## src/iuvfr_params.svh

```systemverilog
// Purpose: Constants for the input undervoltage fault response controller.
// Assumes: Included by its bare name from the top and timer design modules.
// Notes: Bit positions and codes of the one-byte response setting.
`ifndef IUVFR_PARAMS_SVH
`define IUVFR_PARAMS_SVH

// ============================================================
// Response setting layout and codes
// ============================================================
`define IUVFR_CFG_RESET 8'h00
`define IUVFR_RESP_IGNORE 2'h0
`define IUVFR_RESP_DELAY 2'h1
`define IUVFR_RESP_DISABLE 2'h2
`define IUVFR_RESP_LATCH 2'h3
`define IUVFR_RETRY_NONE 3'h0
`define IUVFR_RETRY_FOREVER 3'h7
`define IUVFR_RETRY_ONE 3'h1

// ============================================================
// Timer constants
// ============================================================
`define IUVFR_EXP_PAD 7
`define IUVFR_CNT_DONE 1

`endif

```

## src/iuvfr_pkg.sv

```systemverilog
// Purpose: Types shared by the fault response controller files.
// Assumes: The constants header sits in the same folder.
// Notes: Field order of the config struct matches the byte, MSB first.
package iuvfr_pkg;

  // ============================================================
  // Response setting carrier
  // ============================================================
  typedef struct packed {
    logic [1:0] resp;  // Response type
    logic [2:0] retry; // Retry count code
    logic [2:0] delay; // Delay exponent
  } iuvfr_cfg_type;

  // Controller states
  typedef enum logic [2:0] {
    IUVFR_OFF,
    IUVFR_RUN,
    IUVFR_DELAY_RUN,
    IUVFR_RETRY_WAIT,
    IUVFR_LATCHED
  } iuvfr_state_type;

endpackage

```

## src/iuvfr_top.sv

```systemverilog
// Purpose: Decides run, shut down or retry on an input undervoltage fault.
// Assumes: PMBus command decoder on clk delivers byte writes and clears.
// Notes: Fault comparator and remote on/off pin are asynchronous inputs.
//        Every interval is a down-count of the unit length times two to the delay code.
//        A setting write leaves the retry budget alone; only a clear while latched, an off or a reset reloads it.
`timescale 1ns/1ps
`include "iuvfr_params.svh"
module iuvfr_top
  import iuvfr_pkg::*;
#(
  parameter int UNIT_W = 16
) (
  input wire logic clk,
  input wire logic reset,
  input wire logic cfg_wr_en,
  input wire logic [7:0] cfg_wr_data,
  output logic [7:0] cfg_rd_data,
  input wire logic [UNIT_W-1:0] time_unit_cycles,
  input wire logic uv_fault_pin,
  input wire logic control_pin_on,
  input wire logic operation_on,
  input wire logic clear_faults,
  input wire logic status_clear,
  input wire logic other_fault_off,
  output logic output_enable,
  output logic uv_fault_status,
  output logic [2:0] retries_left,
  output logic retrying
);

  typedef struct packed {
    iuvfr_state_type state;  // Controller state
    iuvfr_cfg_type cfg;      // Response setting byte
    logic [2:0] budget;      // Restarts still allowed
    logic status;            // Sticky fault status bit
    logic out_en;            // Output enable to power stage
    logic uv_s1;             // Fault synchroniser stage 1
    logic uv_s2;             // Fault synchroniser stage 2
    logic ctl_s1;            // Control pin stage 1
    logic ctl_s2;            // Control pin stage 2
  } iuvfr_top_type;

  iuvfr_top_type s_reg;
  iuvfr_top_type s_next;
  logic timer_start;   // Load the interval timer
  logic timer_done;    // Interval elapsed
  logic run_cmd;       // Output commanded on
  logic fault;         // Synchronised fault level
  logic clear_evt;     // Any software clear

  // Reset image of the setting; the budget starts from its retry field
  localparam iuvfr_cfg_type CFG_RST = iuvfr_cfg_type'(`IUVFR_CFG_RESET);

  // Budget is spent unless the code asks for endless retries
  // Code seven never runs out, so the budget is not even looked at
  function automatic logic can_retry(input logic [2:0] code, input logic [2:0] left);
    can_retry = (code == `IUVFR_RETRY_FOREVER) || (left != `IUVFR_RETRY_NONE);
  endfunction

  // ============================================================
  // Interval timer
  // ============================================================
  // Counts in clock cycles; the unit length is supplied from outside
  iuvfr_timer #(
    .UNIT_W(UNIT_W)
  ) u_timer (
    .clk(clk),
    .reset(reset),
    .start(timer_start),
    .exp_code(s_reg.cfg.delay),
    .unit_cycles(time_unit_cycles),
    .done(timer_done)
  );

  // Output is commanded on only while both the pin and the command agree
  assign run_cmd = s_reg.ctl_s2 & operation_on;
  // Second synchroniser stage only; the raw pin is never read by logic
  assign fault = s_reg.uv_s2;
  // Either clear source ends a latched episode and drops the status bit
  assign clear_evt = clear_faults | status_clear;

  // ============================================================
  // Next-state logic
  // ============================================================
  always_comb begin
    s_next = s_reg;
    timer_start = 1'b0;
    // Two-flop synchronisers; stage 1 feeds only stage 2
    s_next.uv_s1 = uv_fault_pin;
    s_next.uv_s2 = s_reg.uv_s1;
    s_next.ctl_s1 = control_pin_on;
    s_next.ctl_s2 = s_reg.ctl_s1;
    // Whole-byte write of the setting
    if (cfg_wr_en) begin
      s_next.cfg = iuvfr_cfg_type'(cfg_wr_data);
    end
    // Sticky status: a fault in the clear cycle still sets it
    if (clear_evt) begin
      s_next.status = 1'b0;
    end
    if (fault) begin
      s_next.status = 1'b1;
    end
    case (s_reg.state)
      IUVFR_OFF: begin
        // Held off; turning on again starts a fresh episode
        s_next.out_en = 1'b0;
        s_next.budget = s_reg.cfg.retry;
        if (run_cmd) begin
          s_next.state = IUVFR_RUN;
          s_next.out_en = 1'b1;
        end
      end
      IUVFR_RUN: begin
        // Running; the response type decides what a fault does
        s_next.out_en = 1'b1;
        if (fault) begin
          case (s_reg.cfg.resp)
            `IUVFR_RESP_IGNORE: begin
              // Keep going; the status bit still records the fault
              s_next.state = IUVFR_RUN;
            end
            `IUVFR_RESP_DELAY: begin
              // Grace delay first; the retry field is consulted when it ends
              timer_start = 1'b1;
              s_next.state = IUVFR_DELAY_RUN;
            end
            `IUVFR_RESP_DISABLE: begin
              // Off at once; wait to retry while budget remains or the retry code asks for endless retries
              s_next.out_en = 1'b0;
              if (can_retry(s_reg.cfg.retry, s_reg.budget)) begin
                timer_start = 1'b1;
                s_next.state = IUVFR_RETRY_WAIT;
              end else begin
                s_next.state = IUVFR_LATCHED;
              end
            end
            default: begin
              // Latch off; only a clear or an off-then-on restarts
              s_next.out_en = 1'b0;
              s_next.state = IUVFR_LATCHED;
            end
          endcase
        end
      end
      IUVFR_DELAY_RUN: begin
        // Keep regulating through the grace delay
        s_next.out_en = 1'b1;
        if (timer_done) begin
          // Fault gone when the delay ends: carry on as if nothing happened
          if (!fault) begin
            s_next.state = IUVFR_RUN;
          end else if (can_retry(s_reg.cfg.retry, s_reg.budget)) begin
            s_next.out_en = 1'b0;
            timer_start = 1'b1;
            s_next.state = IUVFR_RETRY_WAIT;
          end else begin
            s_next.out_en = 1'b0;
            s_next.state = IUVFR_LATCHED;
          end
        end
      end
      IUVFR_RETRY_WAIT: begin
        // Output off; the wait lasts one interval plus one cycle of timer end latency
        s_next.out_en = 1'b0;
        if (timer_done) begin
          // Endless retries leave the budget alone, so it can never wrap
          if (s_reg.cfg.retry != `IUVFR_RETRY_FOREVER) begin
            s_next.budget = s_reg.budget - 3'(`IUVFR_RETRY_ONE);
          end
          s_next.out_en = 1'b1;
          s_next.state = IUVFR_RUN;
        end
      end
      default: begin
        // Latched off until a clear while commanded on
        s_next.out_en = 1'b0;
        if (clear_evt) begin
          s_next.budget = s_reg.cfg.retry;
          if (run_cmd) begin
            s_next.state = IUVFR_RUN;
            s_next.out_en = 1'b1;
          end else begin
            s_next.state = IUVFR_OFF;
          end
        end
      end
    endcase
    // Another fault stops retries; commanded off overrides everything
    if (other_fault_off) begin
      s_next.out_en = 1'b0;
      s_next.state = IUVFR_LATCHED;
    end
    if (!run_cmd) begin
      s_next.out_en = 1'b0;
      s_next.budget = s_reg.cfg.retry;
      s_next.state = IUVFR_OFF;
    end
  end

  // ============================================================
  // State register
  // ============================================================
  // Asynchronous reset loads constants only; the setting returns to ignore
  always_ff @(posedge clk or posedge reset) begin
    if (reset) begin
      s_reg <= '0;
      s_reg.state <= IUVFR_OFF;
      s_reg.cfg <= CFG_RST;
      s_reg.budget <= CFG_RST.retry;
    end else begin
      s_reg <= s_next;
    end
  end

  // Outputs come straight from the state register
  // The retry flag is a decode of the state register and settles each cycle
  assign cfg_rd_data = s_reg.cfg;
  assign output_enable = s_reg.out_en;
  assign uv_fault_status = s_reg.status;
  assign retries_left = s_reg.budget;
  assign retrying = (s_reg.state == IUVFR_RETRY_WAIT);

endmodule // iuvfr_top

```

## src/iuvfr_timer.sv

```systemverilog
// Purpose: Down-counter that times one delay of 2**exp time units.
// Assumes: Time unit given in clock cycles, same clock as the user.
// Notes: A unit of zero is treated as one cycle so the timer always ends.
`timescale 1ns/1ps
`include "iuvfr_params.svh"
module iuvfr_timer
  import iuvfr_pkg::*;
#(
  parameter int UNIT_W = 16
) (
  input wire logic clk,
  input wire logic reset,
  input wire logic start,
  input wire logic [2:0] exp_code,
  input wire logic [UNIT_W-1:0] unit_cycles,
  output logic done
);

  localparam int CNT_W = UNIT_W + `IUVFR_EXP_PAD;

  typedef struct packed {
    logic busy;              // Counting in progress
    logic [CNT_W-1:0] cnt;   // Cycles left
    logic done;              // One-cycle end pulse
  } iuvfr_tmr_type;

  iuvfr_tmr_type s_reg;
  iuvfr_tmr_type s_next;
  logic [UNIT_W-1:0] unit_safe;

  // ============================================================
  // Next-state logic
  // ============================================================
  // Start wins over a running count so a fresh interval restarts cleanly
  always_comb begin
    unit_safe = (unit_cycles == '0) ? UNIT_W'(1) : unit_cycles;
    s_next = s_reg;
    s_next.done = 1'b0;
    if (start) begin
      s_next.busy = 1'b1;
      s_next.cnt = CNT_W'({{`IUVFR_EXP_PAD{1'b0}}, unit_safe} << exp_code);
    end else if (s_reg.busy) begin
      if (s_reg.cnt == CNT_W'(`IUVFR_CNT_DONE)) begin
        s_next.busy = 1'b0;
        s_next.done = 1'b1;
      end else begin
        s_next.cnt = s_reg.cnt - CNT_W'(1);
      end
    end
  end

  // State register
  always_ff @(posedge clk or posedge reset) begin
    if (reset) begin
      s_reg <= '0;
    end else begin
      s_reg <= s_next;
    end
  end

  assign done = s_reg.done;

endmodule // iuvfr_timer

```

## config.mk

```make
export PLATFORM = sky130hd
export DESIGN_NAME = iuvfr_top
export DESIGN_NICKNAME = d
export VERILOG_FILES = /design/src/iuvfr_pkg.sv /design/src/iuvfr_top.sv /design/src/iuvfr_timer.sv
export VERILOG_INCLUDE_DIRS = /design/src
export SDC_FILE = /design/constraint.sdc
export NUM_CORES = 1
export LEC_CHECK = 0
export BUFFER_PORTS_ARGS = -buffer_cell sky130_fd_sc_hd__buf_4
export CORE_UTILIZATION = 30
export CTS_CLUSTER_DIAMETER = 120
export DETAILED_ROUTE_END_ITERATION = 12
export GPL_ROUTABILITY_DRIVEN = 0
export GPL_TIMING_DRIVEN = 0
export REMOVE_ABC_BUFFERS = 1
export SLEW_MARGIN = 20
export SYNTH_ARGS = -nofsm -noshare
export SYNTH_HDL_FRONTEND = slang
export SYNTH_SLANG_ARGS = --single-unit
```

## constraint.sdc

```tcl
create_clock -name clk -period 2.2 [get_ports clk]
set_input_delay 0.11 -clock clk [delete_from_list [all_inputs] [get_ports clk]]
set_output_delay 0.11 -clock clk [all_outputs]
set_load 0.02 [all_outputs]
```

# Word level (Yosys, flattened, before mapping)
# Index checks and enable logic that the tools add are counted.
[word_totals]
ram_bits = 0
memories = 0
rom_bits = 0
ff_bits = 45
latch_bits = 0
[classes]
div = 0
shift = 1
magnitude_cmp = 0
n_mul = 0
bitwise = 2
n_mux = 39
n_reduce_logical = 12
n_addsub = 2
n_eq_ne = 17
[ops]
columns = ["cell", "count"]
rows = [
  ["$mux 3", 12],
  ["$mux 25", 1],
  ["$mux 24", 1],
  ["$eq 23x1->1 const B", 1],
  ["$mux 23", 1],
  ["$shl 16x3->23", 1],
  ["$sub 23x1->23 const B", 1],
  ["$pmux 3 s3", 2],
  ["$mux 1", 17],
  ["$logic_not 16->1", 1],
  ["$mux 16", 1],
  ["$pmux 3 s4", 1],
  ["$ne 4x3->1 const B", 2],
  ["$reduce_and 4->1", 2],
  ["$ne 7x3->1 const B", 1],
  ["$eq 3x2->1 const B", 2],
  ["$ne 3x2->1 const B", 2],
  ["$ne 2x2->1 const B", 2],
  ["$ne 4x2->1 const B", 1],
  ["$ne 4x4->1 const B", 1],
  ["$pmux 1 s2", 2],
  ["$pmux 1 s4", 1],
  ["$reduce_bool 2->1", 2],
  ["$reduce_or 2->1", 2],
  ["other kinds (13)", 13],
]

# Depth between registers and ports, before layout
# Gate-level depths: netlist (run 1).
[depth]
ltp_word = 8
ltp_mapped = 9
depth_no_buf = 7

# Hierarchy
# A second synthesis (run 1) with hierarchy kept.
[unflattened]
hier_cells = 380
hier_area_um2 = 3374.5
[by_module_without_submodules]
columns = ["module", "area_per_inst_um2", "instances", "cells_each"]
rows = [
  ["iuvfr_timer", 2183.3, 1, 264],
  ["iuvfr_top", 1191.1, 1, 116],
]

# Worst setup path after synthesis (run 1)
# Ideal clock, no wire load.
[synth_path]
kind = "register to register"
startpoint = "reg u_timer.s_reg[2] (netlist name)"
endpoint = "reg u_timer.s_reg[4] (netlist name)"
stages_incl_launch_ff = 9
arrival_ns = 1.811
synth_period_minus_slack_ns = 1.934
path_slack_ns = 0.266
cell_sequence = "dfrtp_1 > inv_1 > ha_1 > nor4b_1 > and4_1 > buf_2 > a21oi_2 > nand2b_4 > o221a_2"
[synth_between]
elab_chain_cells = 4
word_cells_on_any_way = 7
[synth_rtl]
columns = ["element", "line", "text"]
rows = [
  ["from (decl)", "iuvfr_timer.sv:27", "iuvfr_tmr_type s_reg;"],
  ["from (signal assigned)", "iuvfr_timer.sv:57", "s_reg <= s_next;"],
  ["$sub 23x1->23", "iuvfr_timer.sv:47", "s_next.cnt = s_reg.cnt - CNT_W'(1);"],
  ["$mux 23", "iuvfr_timer.sv:43", "if (s_reg.cnt == CNT_W'(`IUVFR_CNT_DONE)) begin"],
  ["$mux 25", "iuvfr_timer.sv:42", "end else if (s_reg.busy) begin"],
  ["$mux 24", "iuvfr_timer.sv:39", "if (start) begin"],
]
# Several ways; a longest one is shown, not always the timed one. The select of a mux whose other input is x is not followed.
# A chain may end at the register's enable or synchronous reset.

# Final worst setup path (run 1)
[layout_path]
startpoint = "reg s_reg (netlist bit cfg_rd_data[6])"
endpoint = "reg u_timer.s_reg[21] (netlist name)"
[layout_between]
elab_chain_cells = 6
word_cells_on_any_way = 9
[layout_rtl]
columns = ["element", "line", "text"]
rows = [
  ["from (decl)", "iuvfr_top.sv:43", "iuvfr_top_type s_reg;"],
  ["from (signal assigned)", "iuvfr_top.sv:212", "s_reg <= s_next;"],
  ["$eq 2x2->1 or $eq 2x1->1 (tied branches)", "iuvfr_top.sv:118", "case (s_reg.cfg.resp)"],
  ["$pmux 1 s2 (*)", "iuvfr_top.sv:118", ""],
  ["$mux 1 (*)", "iuvfr_top.sv:117", "if (fault) begin"],
  ["$pmux 1 s2 (*)", "iuvfr_top.sv:104", "case (s_reg.state)"],
  ["$ne 2x2->1 (no source line) or $reduce_bool 2->1 (tied branches)", "--", ""],
  ["$reduce_and 2->1 (no source line)", "--", ""],
]
# Mark *: on every way between the ends. The rest lies on a longest branch, timed or not.

==> impl_table.tex, run 1 <==
\begin{tabular}{lr}
\hline
Metric & Value \\
\hline
\multicolumn{2}{l}{\textbf{Outcome}} \\
Status & complete, no violations \\
\multicolumn{2}{l}{\textbf{GRT}} \\
Global-route track usage on met2 & 0.247 \\
All-layer global routing usage & 0.149 \\
Met3 track demand over resource & 0.0157 \\
Maximum number of pins on one net before global-route repair & 31 \\
Busiest layer in global routing & met2 \\
GR met1 Demand/Resource & 0.205 \\
Grt ovf & 0 \\
Vias in the first global route & 2,671 \\
First-pass GRT wire length & 13,600 microns \\
Number of antenna violations at the first check in global routing & 0 \\
\multicolumn{2}{l}{\textbf{Floorplan}} \\
Effective utilization at floorplan & 0.307 \\
X dimension of the die & 107 microns \\
Row count & 38 \\
Num ports & 47 \\
Overall die height & 107 microns \\
Die Footprint & 0.0115 sq mm \\
Placeable core region & 0.0108 sq mm \\
\multicolumn{2}{l}{\textbf{Finish}} \\
Final Non-Filler Cells & 540 \\
Number of nets in the finished design & 440 \\
Fraction of the core area covered by cells at the end of the flow & 0.367 \\
Number of inserted filler cells in the final layout & 1,130 \\
Share of post-route cells with drive strength above 1 & 0.293 \\
ANT cells & 0 \\
Area growth from synthesis to layout & 19.5\% \\
Finished layout cell area & 0.00398 sq mm \\
Flip-flop count of the largest register after layout & 24 \\
\multicolumn{2}{l}{\textbf{Critical path}} \\
R2r worst-path depth & 8 \\
Worst reg2reg startpoint & cfg\_rd\_data[6] \\
Startpoint type of the worst setup path & register \\
Destination of the worst register-to-register timing path & u\_timer.s\_reg[21] \\
Type of element capturing the critical path & register \\
Required time of the critical path & 2.41 ns \\
Data arrival time of the worst path & 2.33 ns \\
Critical path launch point & cfg\_rd\_data[6] \\
Worst Path Max Fanout & 17 \\
Type of the setup path with the least slack & register to register \\
Internal reg-to-reg setup slack & 0.08 ns \\
Worst setup endpoint & u\_timer.s\_reg[21] \\
\multicolumn{2}{l}{\textbf{Power and ir drop}} \\
Reg power frac & 0.458 \\
Switching power share of the total & 0.375 \\
Total net switching power & 1.11 mW \\
Total power of the final layout & 2.95 mW \\
Internal portion of total power & 1.84 mW \\
Leakage power total & 1.58 nW \\
Max IR drop VDD & 0.000304 V \\
Relative contribution of combinational cells to total power & 0.313 \\
Areal power density over the cells & 741 mW/mm\^{}2 \\
Clock group share of total power & 0.229 \\
\multicolumn{2}{l}{\textbf{STA}} \\
Crit share post-route & 0.962 \\
Max-slew violation count & 0 \\
Max Clock Freq & 0.473 GHz \\
Setup-failing EPs final & 0 \\
Final-layout setup total negative slack & 0 ns \\
Post-Route Skew & 0.0232 ns \\
Least setup slack across all paths after layout & 0.0839 ns \\
Worst slew slack as a fraction of its limit & 0.614 \\
Minimum clock period after layout & 2.12 ns \\
Hold violation total from the final report & 0 \\
Slew at the pin closest to its max-slew limit & 0.579 ns \\
Final-layout worst hold slack & 0.00688 ns \\
\multicolumn{2}{l}{\textbf{Clocking}} \\
Clock tree root driver cell & clkbuf\_8 \\
Clock-pin slew on the worst setup and hold paths & 0.11 ns \\
Number of clock sinks & 45 \\
Clock insertion delay at the later pin of the skew report & 0.31 ns \\
Buffers from clock root to sink, at most & 2 \\
CTS Buf Count & 5 \\
H-tree depth reported by CTS & 2 \\
TritonCTS clock tree & built \\
\multicolumn{2}{l}{\textbf{Yosys}} \\
Fraction of registers with async set or reset after synthesis & 1.00 \\
Gate Count Post-Synth & 361 \\
Distinct cell type count after synthesis & 71 \\
Post-Synthesis Cell Area & 0.00333 sq mm \\
Mean instance size in the synthesized netlist & 9.22 sq um \\
Post-synth top flop & dfrtp\_1 \\
Sequential-to-total area share from yosys stat & 0.338 \\
Yosys warning total & 0 \\
Number of register bits inferred by synthesis & 45 \\
Number of flops mapped to enable cells by yosys & 0 \\
\multicolumn{2}{l}{\textbf{Placement}} \\
Placed cells & 518 \\
Post-detailed-placement cell area & 0.00370 sq mm \\
Post-Place Worst Slack & -0.337 ns \\
Number of buffer cells added on primary ports & 46 \\
Hpwl dp & 6160 microns \\
\multicolumn{2}{l}{\textbf{Routing}} \\
Routed via count & 2,873 \\
Wire length per cell & 15.4 microns \\
Wirelength, routed & 8320 microns \\
ANT nets after route & 0 \\
Drt via density & 5.32 \\
Starting DRT DRC Count & 126 \\
Number of DRC violations after detailed routing & 0 \\
Drt first pass iters & 7 \\
\multicolumn{2}{l}{\textbf{Run}} \\
Count of max-cap constraint violations & 0 \\
\multicolumn{2}{l}{\textbf{Hold path}} \\
Worst Hold Class & input port to register \\
\hline
\end{tabular}
## cell families (layout without fill, tap and decap cells)
group | Yosys count | count (layout) | share of synthesized area
xor+xnor | 13 | 13 | 0.0342
mux | 38 | 38 | 0.127
buf+inv | 46 | 85 | 0.0718
fa+ha+maj | 8 | 8 | 0.0301
simple gates | 125 | 125 | 0.220
compound gates | 86 | 86 | 0.178
flops | 45 | 45 | 0.338
## placed cells by master (no fill, tap or decap), types with 4 or more instances in the layout
cell,count
a21oi_1,15
nand4_1,6
nand3_1,9
xnor2_1,7
and2_1,4
ha_1,8
nor4_1,9
buf_4,57
clkbuf_8,5
a211oi_1,8
and3_1,4
nor2_1,20
mux2i_1,21
nand2b_1,4
inv_1,13
xor2_1,6
a31oi_1,7
o21ai_0,18
mux2_2,15
dfrtp_2,4
nor3_1,6
nand2_1,31
dfrtp_1,41
## final cells by class
type,count,area [sq um],share of cell area
Multi-Input combinational cell,270,2000,0.504
Sequential cell,45,1130,0.285
Timing Repair Buffer,62,493,0.124
Tap cell,140,175,0.0441
Clock buffer,5,68.8,0.0173
Inverter,15,56.3,0.0142
Clock inverter,3,47.5,0.0120
## what timing repair did
action	in CTS	in global routing
endpoints found under the hold margin	18	0
buffers inserted	3	8
pin swaps	2	3
hold buffers	3	0
gates resized for setup	8	6
endpoints found under the setup margin	21	15
## critical path: stages, from the launching register on
cell and delay (ns):
dfrtp_2 0.44, inv_2 0.09, ha_1 0.25, and4b_1 0.20, a22oi_2 0.23, o21ai_4 0.16
buf_8 0.19, and3_1 0.19, a311o_1 0.26
## cells in the mapped netlist, drive strengths merged (3+ instances only)
cell type / count / area share
o41ai: 3 / 0.0079
nor3b: 3 / 0.0083
a21oi: 17 / 0.027
mux2i: 21 / 0.063
nand4: 7 / 0.015
or3: 4 / 0.0079
o311ai: 3 / 0.0079
clkbuf: 9 / 0.011
nor3: 8 / 0.014
and3: 5 / 0.0098
a211oi: 8 / 0.018
dfrtp: 45 / 0.34
xor2: 6 / 0.016
nor2: 20 / 0.023
inv: 15 / 0.017
xnor2: 7 / 0.018
nand3: 10 / 0.017
a31oi: 7 / 0.013
mux2: 15 / 0.051
buf: 22 / 0.044
ha: 8 / 0.030
nand2: 31 / 0.035
o211ai: 3 / 0.0068
nor4: 13 / 0.035
and2: 4 / 0.0075
o21ai: 23 / 0.038
nand2b: 5 / 0.012
## layer usage
| metal | up-vias | wire length (microns) |
|---|---|---|
| met5 | - | 0 |
| met4 | 0 | 79 |
| met3 | 6 | 263 |
| met2 | 61 | 4040 |
| met1 | 1399 | 3940 |
| li1 | 1407 | - |
## power groups by stage
stage	logic (mW)	registers, mW	clock network, mW
finish	0.921	1.35	0.675
global route	1.02	1.39	0.729
CTS	0.906	1.34	0.696
detailed placement	0.897	1.35	0
global placement	0.865	1.34	0
floorplan	0.626	1.31	0
## worst min path at each step
stage              startpoint               end  slack, ns  cells after the start
6_report       cfg_wr_data[6]    cfg_rd_data[6]      0.007                      3
5_1_grt        cfg_wr_data[6]    cfg_rd_data[6]      0.002                      3
4_1_cts        cfg_wr_data[6]    cfg_rd_data[6]      0.001                      3
3_5_place_dp            reset  u_timer.s_reg[4]       0.13                      2
3_3_place_gp   control_pin_on         s_next[0]       0.22                      1
2_1_floorplan  control_pin_on         s_next[0]       0.14                      0
No activity file was read; power rests on OpenSTA's default activity.
==> inputs of run 2 (changes only) <==
SYNTH_HIERARCHICAL = 1   (was not set)
==> run 2 against run 1 <==
  * The run now ends with setup timing left
  * Design area grew 10%
  * Register-to-register slack worse by 0.15 ns
  * Clock power decreased by 20%
  * Combinational power grew 89%
  * Global-route usage increased by 2.9 points
  * Final cell count up 8.0%
  * Synthesized cell count is 5.3% higher
  * Sequential cell count stayed put
  * Die area grew 1.4%
  * Critical path type unchanged
==> impl_table.tex, run 2 <==
\begin{tabular}{lr}
\hline
Metric & Value \\
\hline
\multicolumn{2}{l}{\textbf{Yosys}} \\
Post-synthesis cell type with the largest combined area & dfrtp\_1 (unchanged) \\
Compound-cell area share of the yosys netlist & 0.212 (was 0.178) \\
Number of register bits inferred by synthesis & 45 (unchanged) \\
Synthesized-area fraction occupied by adder cells & 0.0297 (was 0.0301) \\
Sequential-to-total area share from yosys stat & 0.334 (was 0.338) \\
Mean instance size in the synthesized netlist & 8.88 sq um (was 9.22 sq um) \\
Area contributors post-synth & dfrtp\_1 (33\%), mux2i\_1 (6.8\%), mux2\_2 (5.7\%), o21ai\_0 (4.3\%), nand2\_1 (3.2\%) (was dfrtp\_1 (34\%), mux2i\_1 (6.3\%), mux2\_2 (5.1\%), nand2\_1 (3.5\%), ha\_1 (3.0\%)) \\
Main combinational cell family by area after synthesis & simple AND/OR/NAND/NOR gates (unchanged) \\
Post-synth top flop & dfrtp\_1 (unchanged) \\
Yosys warning total & 6 (was 0) \\
Top cells by count, synth & dfrtp\_1 (45), nand2\_1 (29), o21ai\_0 (29) (was dfrtp\_1 (45), nand2\_1 (31), mux2i\_1 (21)) \\
Share of the synthesized netlist area taken by xor and xnor gates & 0.0130 (was 0.0342) \\
Most common cell in the netlist & dfrtp\_1 (unchanged) \\
Proportion of synthesized area in mux cells & 0.128 (was 0.127) \\
Post-Synthesis Cell Area & 0.00337 sq mm (was 0.00333 sq mm) \\
Distinct cell type count after synthesis & 73 (was 71) \\
Number of flops mapped to enable cells by yosys & 0 (unchanged) \\
Share of the synthesized area in the top cell type & 0.334 (was 0.338) \\
Simple-gate share of the synthesized area & 0.216 (was 0.220) \\
Fraction of registers with async set or reset after synthesis & 1.00 (unchanged) \\
Gate Count Post-Synth & 380 (was 361) \\
\multicolumn{2}{l}{\textbf{Critical path}} \\
Slowest cell on the critical path & dfrtp\_2 (unchanged) \\
Largest stage delay on the critical path & 0.45 ns (was 0.44 ns) \\
Type of the setup path with the least slack & register to register (unchanged) \\
Type of element capturing the critical path & register (unchanged) \\
Required time of the critical path & 2.39 ns (was 2.41 ns) \\
Cell Chain, Critical Path & nor3b\_4, and3\_4, a22oi\_2, o2bb2ai\_4, buf\_12, nor2\_2, a21o\_4, buf\_6, a221o\_1, o22a\_1 (was inv\_2, ha\_1, and4b\_1, a22oi\_2, o21ai\_4, buf\_8, and3\_1, a311o\_1) \\
Data arrival time of the worst path & 2.46 ns (was 2.33 ns) \\
Worst Path Max Fanout & 5 (was 17) \\
Startpoint type of the worst setup path & register (unchanged) \\
\multicolumn{2}{l}{\textbf{GRT}} \\
Vias in the first global route & 3,229 (was 2,671) \\
First-pass GRT wire length & 16,200 microns (was 13,600 microns) \\
Number of antenna violations at the first check in global routing & 0 (unchanged) \\
Grt ovf & 0 (unchanged) \\
Maximum number of pins on one net before global-route repair & 30 (was 31) \\
All-layer global routing usage & 0.178 (was 0.149) \\
\multicolumn{2}{l}{\textbf{Finish}} \\
Footprint of the flip-flops and latches & 0.00113 sq mm (about the same) \\
Number of inserted filler cells in the final layout & 1,081 (was 1,130) \\
ANT cells & 0 (unchanged) \\
Flip-flop count of the largest register after layout & 24 (unchanged) \\
Number of nets in the finished design & 483 (was 440) \\
Share of post-route cells with drive strength above 1 & 0.361 (was 0.293) \\
Commonest non-fill, non-tap cell in the layout & buf\_4 (unchanged) \\
Area growth from synthesis to layout & 30.1\% (was 19.5\%) \\
Final Non-Filler Cells & 583 (was 540) \\
Most frequent cells in the layout & buf\_4 (76), dfrtp\_1 (38), nand2\_1 (29) (was buf\_4 (57), dfrtp\_1 (41), nand2\_1 (31)) \\
Combined area of the multi-input logic cells & 0.00226 sq mm (was 0.00200 sq mm) \\
\multicolumn{2}{l}{\textbf{Routing}} \\
Number of DRC violations after detailed routing & 0 (unchanged) \\
Drt first pass iters & 6 (was 7) \\
Starting DRT DRC Count & 209 (was 126) \\
Wirelength, routed & 10,200 microns (was 8320 microns) \\
Wire length per cell & 17.5 microns (was 15.4 microns) \\
Routed via count & 3,341 (was 2,873) \\
ANT nets after route & 0 (unchanged) \\
Drt via density & 5.73 (was 5.32) \\
\multicolumn{2}{l}{\textbf{Floorplan}} \\
Effective utilization at floorplan & 0.310 (was 0.307) \\
Placeable core region & 0.0109 sq mm (was 0.0108 sq mm) \\
X dimension of the die & 108 microns (was 107 microns) \\
Row count & 38 (unchanged) \\
Die Footprint & 0.0117 sq mm (was 0.0115 sq mm) \\
Num ports & 47 (unchanged) \\
Overall die height & 108 microns (was 107 microns) \\
\multicolumn{2}{l}{\textbf{Power and ir drop}} \\
Areal power density over the cells & 822 mW/mm\^{}2 (was 741 mW/mm\^{}2) \\
Leakage power total & 1.84 nW (was 1.58 nW) \\
Max IR drop VDD & 0.000426 V (was 0.000304 V) \\
\multicolumn{2}{l}{\textbf{Hold path}} \\
Worst Hold Class & input port to register (unchanged) \\
\multicolumn{2}{l}{\textbf{STA}} \\
Post-Route Skew & 0.00864 ns (was 0.0232 ns) \\
Max-slew violation count & 0 (unchanged) \\
RSZ-0062 raised after global routing & true \\
Least setup slack across all paths after layout & -0.0707 ns (was 0.0839 ns) \\
Max Clock Freq & 0.440 GHz (was 0.473 GHz) \\
Crit share post-route & 1.03 (was 0.962) \\
Worst slew slack as a fraction of its limit & 0.466 (was 0.614) \\
Setup-failing EPs final & 6 (was 0) \\
Hold violation total from the final report & 0 (unchanged) \\
Final-layout worst hold slack & 0.0223 ns (was 0.00688 ns) \\
Slew at the pin closest to its max-slew limit & 0.800 ns (was 0.579 ns) \\
Minimum clock period after layout & 2.27 ns (was 2.12 ns) \\
\multicolumn{2}{l}{\textbf{Run}} \\
Count of max-cap constraint violations & 0 (unchanged) \\
\multicolumn{2}{l}{\textbf{Clocking}} \\
H-tree depth reported by CTS & 2 (unchanged) \\
TritonCTS clock tree & built (unchanged) \\
Clock-pin slew on the worst setup and hold paths & 0.10 ns (was 0.11 ns) \\
Clock tree root driver cell & clkbuf\_8 (unchanged) \\
CTS Buf Count & 5 (unchanged) \\
Number of clock sinks & 45 (unchanged) \\
Clock insertion delay at the later pin of the skew report & 0.30 ns (was 0.31 ns) \\
Buffers from clock root to sink, at most & 2 (unchanged) \\
\multicolumn{2}{l}{\textbf{Placement}} \\
Hpwl dp & 6740 microns (was 6160 microns) \\
Placed cells & 536 (was 518) \\
Number of buffer cells added on primary ports & 46 (unchanged) \\
\multicolumn{2}{l}{\textbf{Outcome}} \\
Violations in the final reports & setup timing \\
Status & finished with violations (was complete, no violations) \\
\hline
\end{tabular}
==> run 2: cell count changes after synthesis, moves of 4 or more <==
cell | before | now
nor2b_1 | 2 | 9
clkbuf_1 | 7 | 17
a21oi_1 | 16 | 12
o21ai_0 | 18 | 29
o22ai_1 | 0 | 5
nor3_1 | 7 | 11
nor2_1 | 20 | 26
xnor2_1 | 7 | 2
buf_2 | 9 | 1
a211oi_1 | 8 | 1
==> run 2: report_power, final <==
part | internal, mW | switching [mW]
Clock | 0.226 | 0.310
Combinational | 0.782 | 0.960
Sequential | 1.00 | 0.329
Total | 2.01 | 1.60
==> run 2: path summary, 6_finish.rpt <==
path	from	endpoint	slack (ns)	depth (start not counted)
worst max-delay path	s_reg[18]	u_timer/s_reg[6]	-0.07	10
worst min-delay path	cfg_wr_data[4]	cfg_rd_data[4]	0.02	3
worst max register to register	s_reg[18]	u_timer/s_reg[6]	-0.07	10
worst min register to register	s_next[0]	s_reg[0]	0.36	0
max in group asynchronous	reset	cfg_rd_data[1]	1.12	3
min in group asynchronous	reset	u_timer/s_reg[14]	0.43	3
==> run 2: logic make-up (layout without fill, tap and decap cells) <==
family | Yosys count | count (layout)
flops | 45 | 45
buf+inv | 45 | 107
mux | 41 | 41
compound gates | 104 | 105
xor+xnor | 5 | 5
fa+ha+maj | 8 | 8
simple gates | 132 | 132
==> run 2: layout make-up <==
cell class / instances / share of cell area
Multi-Input combinational cell: 291 / 0.515
Sequential cell: 45 / 0.259
Timing Repair Buffer: 84 / 0.152
Tap cell: 140 / 0.0399
Clock buffer: 5 / 0.0157
Inverter: 14 / 0.0125
Clock inverter: 3 / 0.00485
Timing Repair inverter: 1 / 0.00171
==> run 2: routing by layer <==
layer | up-vias | wire length, microns | track usage
met2 | 164 | 4830 | 0.291
li1 | 1551 | - | -
met4 | 0 | 150 | 0.0528
met5 | - | 0 | 0
met3 | 20 | 732 | 0.0319
met1 | 1606 | 4470 | 0.238
==> run 2: what timing repair did <==
item,CTS,global route
pin swaps,13,8
buffers inserted,23,10
gates cloned,3,0
hold endpoints to repair,22,0
gates resized for setup,39,21
hold buffers,3,0
setup endpoints to repair,25,24
==> run 2: worst max-delay path, delay by kind of cell, from the launching register on <==
kind | cells | cell delay [ns]
and+or+nand+nor | 3 | 0.52
AOI/OAI and AO/OA | 5 | 0.91
buffers and inverters | 2 | 0.28
DFF | 1 | 0.45
==> run 2: metrics by stage <==
stage | TNS (ns) | util | power, mW | instance area (sq um) | worst slack, ns
finish | -0.185 | 0.403 | 3.61 | 4390 | -0.0707
global route | -1.37 | 0.403 | 3.80 | 4390 | -0.145
CTS | -0.188 | 0.389 | 3.39 | 4230 | -0.0589
detailed placement | -17.23 | 0.344 | 2.60 | 3740 | -1.12
global placement | -39.83 | 0.342 | 2.57 | 3720 | -1.99
floorplan | -16.86 | - | 2.16 | 3200 | -1.01
